--- src/common/cls_pkg.sv ---
package cls_pkg;
  // register port widths
  localparam int unsigned ADDR_W = 10;
  localparam int unsigned DATA_W = 8;
  // register offsets
  localparam logic [9:0] ADDR_CONV_EN = 10'h209;
  localparam logic [9:0] ADDR_SH_CFG = 10'h20f;
  localparam logic [9:0] ADDR_LINK_CTRL = 10'h200;
  localparam logic [9:0] ADDR_LANE_CFG = 10'h201;
  localparam logic [9:0] ADDR_STATUS = 10'h202;
  // converter enable register fields
  localparam int unsigned CE_FIRST_BIT = 0;
  localparam int unsigned CE_SECOND_BIT = 1;
  localparam int unsigned CE_SINGLE_BIT = 2;
  localparam logic [2:0] CE_RESET = 3'h3;
  // sync header select codes
  localparam logic [1:0] SH_RESET = 2'h0;
  localparam logic [1:0] SH_CRC = 2'h0;
  localparam logic [1:0] SH_FEC = 2'h2;
  // link control fields: bit 0 link enable, bits 5:1 link mode
  localparam int unsigned LC_EN_BIT = 0;
  localparam int unsigned LC_MODE_LSB = 1;
  localparam logic [4:0] LMODE_RESET = 5'h00;
  // link modes from this code upward use 64b/66b encoding
  localparam logic [4:0] LMODE_66_MIN = 5'h10;
  // base lane count of the selected mode, reset value
  localparam logic [3:0] LANES_RESET = 4'h8;
  // converter counts
  localparam logic [2:0] MX_BASE = 3'h4;
  localparam logic [2:0] M_SINGLE = 3'h1;
  // sample stream shape
  localparam int unsigned SMP_W = 12;
  localparam int unsigned CH_N = 4;
  localparam int unsigned FRM_W = SMP_W * CH_N;
  localparam int unsigned FIFO_DEPTH = 16;
  // width of the idle command field of the sync word
  localparam int unsigned CMD_W = 8;

  // true when the link mode picks 64b/66b encoding
  function automatic logic cls_enc_is_66(input logic [4:0] mode);
    return mode >= LMODE_66_MIN;
  endfunction : cls_enc_is_66
endpackage : cls_pkg

--- src/rtl/cls_fifo.sv ---
`timescale 1ns/1ns
module cls_fifo
  import cls_pkg::*;
#(
  parameter int unsigned WIDTH = FRM_W,
  parameter int unsigned DEPTH = FIFO_DEPTH
) (
  input wire logic clk,
  input wire logic rst_n,
  input wire logic in_valid,
  input wire logic [WIDTH-1:0] in_data,
  output logic in_ready,
  output logic out_valid,
  output logic [WIDTH-1:0] out_data,
  input wire logic out_ready
);
  localparam int unsigned PW = $clog2(DEPTH);

  // pointer wrap relies on a power of two depth
  if (DEPTH < 2 || (DEPTH & (DEPTH - 1)) != 0) begin : g_bad_depth
    $error("cls_fifo depth must be a power of two, at least 2");
  end

  // whole fifo state, read data leaves through a register
  typedef struct packed {
    logic [DEPTH-1:0][WIDTH-1:0] mem; // storage words
    logic [PW-1:0] wp; // write pointer
    logic [PW-1:0] rp; // read pointer
    logic [PW:0] cnt; // words held in storage
    logic room; // registered flag: storage can take a word
    logic ov; // output register holds a word
    logic [WIDTH-1:0] od; // output register
  } cls_fifo_s;

  cls_fifo_s st_reg;
  cls_fifo_s st_next;

  // push, refill of the output stage and occupancy
  always_comb begin
    logic push;
    logic take;
    logic pop;
    push = in_valid & st_reg.room;
    take = ~st_reg.ov | out_ready;
    pop = take & (st_reg.cnt != '0);
    st_next = st_reg;
    if (push) begin
      st_next.mem[st_reg.wp] = in_data;
      st_next.wp = PW'(st_reg.wp + 1'b1);
    end
    if (pop) begin
      st_next.od = st_reg.mem[st_reg.rp];
      st_next.rp = PW'(st_reg.rp + 1'b1);
      st_next.ov = 1'b1;
    end else if (take) begin
      st_next.ov = 1'b0;
    end
    if (push && !pop) begin
      st_next.cnt = (PW + 1)'(st_reg.cnt + 1'b1);
    end else if (pop && !push) begin
      st_next.cnt = (PW + 1)'(st_reg.cnt - 1'b1);
    end
    // room is registered so in_ready never depends on out_ready
    st_next.room = (st_next.cnt != (PW + 1)'(DEPTH));
  end

  // state register
  always_ff @(posedge clk or negedge rst_n) begin
    if (!rst_n) begin
      st_reg <= '0;
      st_reg.room <= 1'b1; // empty storage takes words at once
    end else begin
      st_reg <= st_next;
    end
  end

  assign in_ready = st_reg.room;
  assign out_valid = st_reg.ov;
  assign out_data = st_reg.od;
endmodule : cls_fifo

--- src/rtl/cls_config_framer.sv ---
`timescale 1ns/1ns
module cls_config_framer
  import cls_pkg::*;
#(
  parameter int unsigned DEPTH = FIFO_DEPTH
) (
  input wire logic clk,
  input wire logic rst_n,
  input wire logic [ADDR_W-1:0] reg_addr,
  input wire logic [DATA_W-1:0] reg_wdata,
  input wire logic reg_wr,
  input wire logic reg_rd,
  output logic [DATA_W-1:0] reg_rdata,
  input wire logic smp_valid,
  input wire logic [FRM_W-1:0] smp_data,
  output logic smp_ready,
  output logic frm_valid,
  output logic [FRM_W-1:0] frm_data,
  input wire logic frm_ready,
  output logic [CH_N-1:0] chan_en,
  output logic [2:0] conv_count,
  output logic [3:0] lane_count,
  output logic tail_pad,
  output logic sh_crc_sel,
  output logic sh_fec_sel,
  output logic [CMD_W-1:0] sh_cmd
);
  // the frame register needs the fifo output to be registered too
  if (DEPTH < 2) begin : g_bad_depth
    $error("cls_config_framer fifo depth must be at least 2");
  end

  // all block state in one record
  typedef struct packed {
    logic [2:0] conv_en; // single, second pair, first pair
    logic [1:0] sh_sel; // sync header select field
    logic link_en; // serial link enable
    logic [4:0] lmode; // link mode select
    logic [3:0] lanes_base; // lane count of the mode
    logic [DATA_W-1:0] rdata; // read answer
    logic [CH_N-1:0] chan_en; // active channels D..A
    logic [2:0] conv_cnt; // converters in the frame
    logic [3:0] lane_cnt; // lanes in use
    logic tail_pad; // pad the highest lane
    logic sh_crc; // sync word carries CRC-12
    logic sh_fec; // sync word carries FEC
    logic [CMD_W-1:0] sh_cmd; // command field, always idle
    logic frm_valid; // frame register full
    logic [FRM_W-1:0] frm_data; // frame register
  } cls_top_s;

  cls_top_s st_reg;
  cls_top_s st_next;

  // fifo ports
  logic f_valid;
  logic [FRM_W-1:0] f_data;
  logic f_rdy;

  // exactly one pair disabled, outside single mode
  function automatic logic cls_half(input logic [2:0] ce);
    return (ce[CE_FIRST_BIT] ^ ce[CE_SECOND_BIT]) & ~ce[CE_SINGLE_BIT];
  endfunction : cls_half

  // which channels run for a given enable setting
  function automatic logic [CH_N-1:0] cls_chans(input logic [2:0] ce);
    logic a;
    logic cd;
    a = ce[CE_FIRST_BIT];
    cd = ce[CE_SECOND_BIT] & ~ce[CE_SINGLE_BIT];
    // single mode keeps only A alive
    // first pair bit gates A and B
    // second pair bit gates C and D
    return {cd, cd, a & ~ce[CE_SINGLE_BIT], a};
  endfunction : cls_chans

  // place enabled samples into frame slots, slot 0 lowest
  function automatic logic [FRM_W-1:0] cls_remap(
    input logic [FRM_W-1:0] d,
    input logic [2:0] ce
  );
    logic [FRM_W-1:0] r;
    r = '0;
    if (ce[CE_SINGLE_BIT]) begin
      // only channel A travels
      r[SMP_W-1:0] = d[SMP_W-1:0];
    end else if (!ce[CE_FIRST_BIT] && ce[CE_SECOND_BIT]) begin
      // C and D move down into the A and B slots
      r[2*SMP_W-1:0] = d[FRM_W-1:2*SMP_W];
    end else if (ce[CE_FIRST_BIT] && !ce[CE_SECOND_BIT]) begin
      r[2*SMP_W-1:0] = d[2*SMP_W-1:0];
    end else if (ce[CE_FIRST_BIT]) begin
      r = d;
    end
    // both pairs off is undefined, the frame stays empty
    return r;
  endfunction : cls_remap

  // the link side may only draw while the link runs
  assign f_rdy = st_reg.link_en & (~st_reg.frm_valid | frm_ready);

  // sample buffer between the converters and the framer
  cls_fifo #(
    .WIDTH(FRM_W),
    .DEPTH(DEPTH)
  ) i_cls_fifo (
    .clk(clk),
    .rst_n(rst_n),
    .in_valid(smp_valid),
    .in_data(smp_data),
    .in_ready(smp_ready),
    .out_valid(f_valid),
    .out_data(f_data),
    .out_ready(f_rdy)
  );

  // register access, derived link shape and frame stage
  always_comb begin
    logic half;
    logic is66;
    half = cls_half(st_reg.conv_en);
    is66 = cls_enc_is_66(st_reg.lmode);
    st_next = st_reg;
    // register writes keep only defined bits
    if (reg_wr) begin
      case (reg_addr)
        ADDR_CONV_EN: begin
          st_next.conv_en = reg_wdata[2:0];
        end
        ADDR_SH_CFG: begin
          st_next.sh_sel = reg_wdata[1:0];
        end
        ADDR_LINK_CTRL: begin
          st_next.link_en = reg_wdata[LC_EN_BIT];
          st_next.lmode = reg_wdata[LC_MODE_LSB+:5];
        end
        ADDR_LANE_CFG: begin
          st_next.lanes_base = reg_wdata[3:0];
        end
        default: begin
          // unmapped or read-only offsets ignore writes
        end
      endcase
    end
    // read answer stands for one cycle only
    st_next.rdata = '0;
    if (reg_rd) begin
      case (reg_addr)
        ADDR_CONV_EN: begin
          st_next.rdata = {5'h00, st_reg.conv_en};
        end
        ADDR_SH_CFG: begin
          st_next.rdata = {6'h00, st_reg.sh_sel};
        end
        ADDR_LINK_CTRL: begin
          st_next.rdata = {2'h0, st_reg.lmode, st_reg.link_en};
        end
        ADDR_LANE_CFG: begin
          st_next.rdata = {4'h0, st_reg.lanes_base};
        end
        ADDR_STATUS: begin
          st_next.rdata = {st_reg.tail_pad, st_reg.conv_cnt, st_reg.lane_cnt};
        end
        default: begin
          st_next.rdata = '0;
        end
      endcase
    end
    // channel enables follow the pair and single bits
    st_next.chan_en = cls_chans(st_reg.conv_en);
    // converter count halves with one pair off
    if (st_reg.conv_en[CE_SINGLE_BIT]) begin
      st_next.conv_cnt = M_SINGLE;
    end else if (half) begin
      st_next.conv_cnt = MX_BASE >> 1;
    end else if (st_reg.conv_en[CE_FIRST_BIT]) begin
      st_next.conv_cnt = MX_BASE;
    end else begin
      st_next.conv_cnt = '0;
    end
    // lanes halve rounding up, odd base needs tail bits
    if (half) begin
      st_next.lane_cnt = 4'((5'(st_reg.lanes_base) + 5'h01) >> 1);
      st_next.tail_pad = st_reg.lanes_base[0];
    end else begin
      st_next.lane_cnt = st_reg.lanes_base;
      st_next.tail_pad = 1'b0;
    end
    // sync header content, only for 64b/66b modes
    // reserved codes fall back to CRC so the link keeps a check
    st_next.sh_fec = is66 & (st_reg.sh_sel == SH_FEC);
    st_next.sh_crc = is66 & (st_reg.sh_sel != SH_FEC);
    // no command channel, headers stay idle
    st_next.sh_cmd = '0;
    // frame stage: refill when empty or drained, only while the link runs
    if (f_rdy) begin
      st_next.frm_valid = f_valid;
      if (f_valid) begin
        st_next.frm_data = cls_remap(f_data, st_reg.conv_en);
      end
    end else if (frm_ready) begin
      st_next.frm_valid = 1'b0;
    end
  end

  // state register with documented reset values
  always_ff @(posedge clk or negedge rst_n) begin
    if (!rst_n) begin
      st_reg <= '0;
      st_reg.conv_en <= CE_RESET;
      st_reg.sh_sel <= SH_RESET;
      st_reg.lmode <= LMODE_RESET;
      st_reg.lanes_base <= LANES_RESET;
      st_reg.chan_en <= {CH_N{1'b1}};
      st_reg.conv_cnt <= MX_BASE;
      st_reg.lane_cnt <= LANES_RESET;
    end else begin
      st_reg <= st_next;
    end
  end

  // outputs straight from the state register
  assign reg_rdata = st_reg.rdata;
  assign frm_valid = st_reg.frm_valid;
  assign frm_data = st_reg.frm_data;
  assign chan_en = st_reg.chan_en;
  assign conv_count = st_reg.conv_cnt;
  assign lane_count = st_reg.lane_cnt;
  assign tail_pad = st_reg.tail_pad;
  assign sh_crc_sel = st_reg.sh_crc;
  assign sh_fec_sel = st_reg.sh_fec;
  assign sh_cmd = st_reg.sh_cmd;
endmodule : cls_config_framer

--- config.mk ---
export PLATFORM = sky130hd
export DESIGN_NAME = cls_config_framer
export DESIGN_NICKNAME = d
export VERILOG_FILES = /design/src/common/cls_pkg.sv /design/src/rtl/cls_fifo.sv /design/src/rtl/cls_config_framer.sv
export SDC_FILE = /design/constraint.sdc
export NUM_CORES = 1
export LEC_CHECK = 0
export ABC_AREA = 1
export BUFFER_PORTS_ARGS = -buffer_cell sky130_fd_sc_hd__buf_2
export CORE_MARGIN = 3
export CORE_UTILIZATION = 50
export CTS_BUF_LIST = sky130_fd_sc_hd__clkbuf_4 sky130_fd_sc_hd__clkbuf_8 sky130_fd_sc_hd__clkbuf_16
export CTS_CLUSTER_SIZE = 28
export DETAILED_ROUTE_END_ITERATION = 8
export HOLD_SLACK_MARGIN = 0.03
export PLACE_DENSITY = 0.71
export SLEW_MARGIN = 20
export SYNTH_ARGS = -nofsm -noshare
export SYNTH_HDL_FRONTEND = slang
export SYNTH_SLANG_ARGS = --single-unit
--- constraint.sdc ---
create_clock -name clk -period 1.9 [get_ports clk]
set_clock_uncertainty 0.1 [all_clocks]
set_input_delay 0.19 -clock clk [delete_from_list [all_inputs] [get_ports clk]]
set_output_delay 0.19 -clock clk [all_outputs]
set_load 0.01 [all_outputs]
==> results by stage <==
Outcome:
- The run finished, with violations left.
- The final reports fail on setup timing.

GRT:
- The global-route met1 utilization is 38.0%.
- Summed over all layers, the global routing overflow is 0.
- After global routing, the most crowded layer is met2.
- The met2 usage is 46.2%.
- The met3 usage in global routing is 3.57%.
- The global-route wire length before repair is 192 mm.
- The number of global-route vias before repair is 33,900.
- The initial antenna violation count is 2.
- The largest net degree at the start of global routing is 108.
- Global routing used 28.0% of the available tracks.

Critical path:
- The type of the worst setup path is primary input to flip-flop.
- The worst reg2reg path startpoint is st_next[67].
- For the worst setup path, the data required time is 2.38 ns.
- The kind of launch point of the worst setup path is a primary input.
- The largest single stage delay on the critical path is 0.65 ns.
- The signal on the critical path passes through buf_2, nor2_2, nand3_2, nor2_1, nand2_1, inv_2, dlygate4sd3_1, nand3_4, nand2_1, o21ai_2, dlygate4sd3_1.
- At the worst endpoint, the arrival time is 2.42 ns.
- On the critical path, the stage with the largest delay is an instance of dlygate4sd3_1.
- The worst setup path is captured at a flip-flop.
- The critical path starts at reg_addr[5].
- The highest fanout seen on the critical path is 6.

Yosys:
- Counting flops with a built-in enable in the synthesized netlist gives 0.
- The synthesized netlist occupies a cell area of 0.0415 mm^2.
- In the synthesized netlist, the number of instances is 5,006.
- After synthesis, flip-flops and latches occupy 55.2% of the total area.
- After synthesis, the largest area contributor takes up 54.7% of total cell area.
- Summing the areas of all compound-gate instances in the mapped netlist gives 12.8% of the synthesized area.
- The fraction of synthesis flops using an asynchronous set or reset pin is 100%.
- The largest total area in the synthesized netlist belongs to dfrtp_1.
- The Yosys step of the flow raised 0 warnings.
- The number of flip-flops and latches in the synthesized netlist is 916.
- The XOR/XNOR share of the synthesized area is 0.211%.
- The number of different library cells in the post-synthesis netlist is 34.
- After Yosys synthesis, full adders, half adders and majority gates account for 0.301% of the synthesized area.
- By area, the combinational part of the netlist is dominated by simple AND/OR/NAND/NOR gates.
- In this run the mean area of a mapped cell was 8.29 um^2.
- By area the synthesized netlist is led by dfrtp_1, nand2_1, o21ai_0.
- Multiplexer cells account for 0% of the synthesized area.
- The simple-gate area share of the yosys netlist is 24.2%.
- In the synthesized netlist the dominant register cell turns out to be dfrtp_1.

STA:
- The number of pins exceeding their max-slew limit in the final report is 0.
- For the pin with the worst max-slew slack, the measured transition is 0.568 ns.
- Hold timing on the final database bottoms out at a slack of 0.0502 ns.
- The setup TNS is -0.0568 ns.
- The upper clock frequency limit is 516 MHz.
- Setup repair after global routing could not meet its margin everywhere.
- Setup violations remaining at the end of the flow were counted as 2.
- The minimum clock period after layout is 1.94 ns.
- In the post-route analysis, the smallest setup slack over all paths is -0.0370 ns.
- The headroom to the max-slew limit is 62.1%.
- In the finished design, the share of the clock period the worst path needs comes to 102%.
- The total count of hold-check failures in the final report is 0.

Finish:
- Summing all non-filler instances in the final layout gives an area of 0.0486 mm^2.
- The final instance count without filler cells is 6,230.
- The share of the core filled with cells in the final layout is 59.2%.
- After the last flow step, the layout net total stands at 5,162.
- The library cells used most frequently in the layout, excluding fill and tap cells, are nand2_1, dfrtp_1, o21ai_0, nand3_1, a21oi_1.
- The register with the most flip-flops in the layout has 781 of them.
- Leaving out fill and tap cells, the most frequent cell in the layout is nand2_1.
- The share of post-route cells with drive strength above 1 is 12.1%.
- The signed area change from the synthesized netlist to the final layout is 17.2%.

Clock tree:
- Clock-pin slew was measured on the worst setup and hold paths at 0.06 ns.
- The longest clock path from root to sink contains 3 buffers.
- The tree built by TritonCTS fans out to 916 sinks.
- For the worst-skew pair, the clock arrives at the later sink with an insertion delay of 0.66 ns.
- TritonCTS built the clock tree.
- The root buffer cell chosen for the clock tree is clkbuf_16.
- The number of buffers inserted during clock tree synthesis is 94.
- The H-tree depth is 3.

Floorplan:
- The placeable core area is 0.0821 mm^2.
- The floorplan die height is 294 um.
- The die is 294 um wide.
- 152 I/O pins were placed.
- The initial core utilization is 50.6%.
- The floorplan die area is 0.0865 mm^2.
- After floorplanning, the core was divided into 105 placement rows.

Run:
- The tool flagged a number of max-cap violations equal to 0.

Placement:
- The congestion estimate from routability-driven global placement came to 0.831.
- In this run the tool buffered the top-level ports with 141 buffer cells.
- The placed standard-cell area is 0.0439 mm^2.
- Counting tap cells, the placed design contains a total of 5,943 instances.
- OpenSTA, run right after detailed placement, puts the worst setup slack at -0.244 ns.
- Detailed placement ended at an HPWL of 71.2 mm.

Power:
- Dividing total power by cell area gives a power density of 1700 mW/mm^2.
- The overall power is 82.7 mW.
- The leakage dissipation is 23.7 nW.
- The worst-case IR drop observed on VDD is 1.18 mV.

Drt:
- The count of routing violations after the opening detailed-route iteration is 3,439.
- The final routed wire length divided by cell count is 20.1 um.
- The total detailed-routing wirelength is 126 mm.
- Using the TritonRoute via totals, the vias-per-cell ratio works out to 5.68.
- After detailed routing, the number of remaining DRC violations is 0.
- The number of vias after detailed routing is 35,400.
- The iteration count of the initial detailed-routing pass is 6.
- The number of routed nets with antenna violations is 0.

Worst hold path:
- The classification of the worst-slack hold path is primary input to flip-flop.
- The worst hold path begins at smp_data[26].
==> area by class of cell <==
class / count / area (um^2)
Fill cell: 6974 / 33500
Sequential cell: 916 / 22900
Multi-Input combinational cell: 3502 / 15900
Timing Repair Buffer: 442 / 4780
Clock buffer: 139 / 2820
Tap cell: 1070 / 1340
Inverter: 124 / 488
Clock inverter: 36 / 403
Antenna cell: 1 / 2.50
==> path summary, 6_finish.rpt <==
path	cells after the start	end	slack, ns
worst max-delay path	11	st_reg[92]	-0.04
worst min-delay path	3	i_cls_fifo.st_reg[521]	0.05
worst max register to register	6	reg_rdata[0]	0.04
worst min register to register	2	frm_data[45]	0.37
max in group asynchronous	4	st_next[67]	0.97
min in group asynchronous	3	i_cls_fifo.st_reg[671]	0.16
==> synth_stat cells (13+ instances only) <==
cell	instances
o21ai_0	700
a21oi_1	158
buf_4	105
nor2_1	47
clkbuf_1	159
o21ai_1	91
dfrtp_1	907
a22oi_1	24
nand3_1	538
o31ai_1	25
buf_6	25
buf_1	13
inv_1	117
buf_2	170
nand2_1	1828
==> cells by family (layout without fill, tap and decap cells) <==
family,Yosys count,count (layout)
xor gates and xnor gates,10,10
DFF,916,916
adders and majority gates,10,10
other,1,9
AOI/OAI and AO/OA,1022,1022
and+or+nand+nor,2451,2452
buffers and inverters,596,741
==> per-layer routing <==
| layer | vias to the layer above | routed length, um |
|---|---|---|
| li1 | 16500 | - |
| met1 | 17200 | 51400 |
| met2 | 1428 | 59300 |
| met3 | 295 | 9370 |
| met4 | 2 | 5460 |
| met5 | - | 19 |
==> timing repair <==
item | in CTS | in global routing
gates resized for setup | 14 | 51
hold buffers | 77 | 2
gates cloned | 0 | 15
pin swaps | 0 | 7
setup endpoints to repair | 19 | 137
buffers inserted | 1 | 18
endpoints found under the hold margin | 1548 | 3
==> power breakdown <==
group          leakage, nW  internal (mW)  switching (mW)  total, mW
Clock                 1.63           11.1            7.89       19.0
Combinational         10.5           11.9            19.4       31.3
Sequential            11.6           27.7            4.69       32.4
Total                 23.7           50.8            32.0       82.7
==> critical path, delay by kind of cell <==
kind                   cells  cell delay (ns)
AOI/OAI and AO/OA          1             0.06
buffers and inverters      4             1.42
and+or+nand+nor            6             0.75
Note: power is estimated with default switching activity, not from simulation.
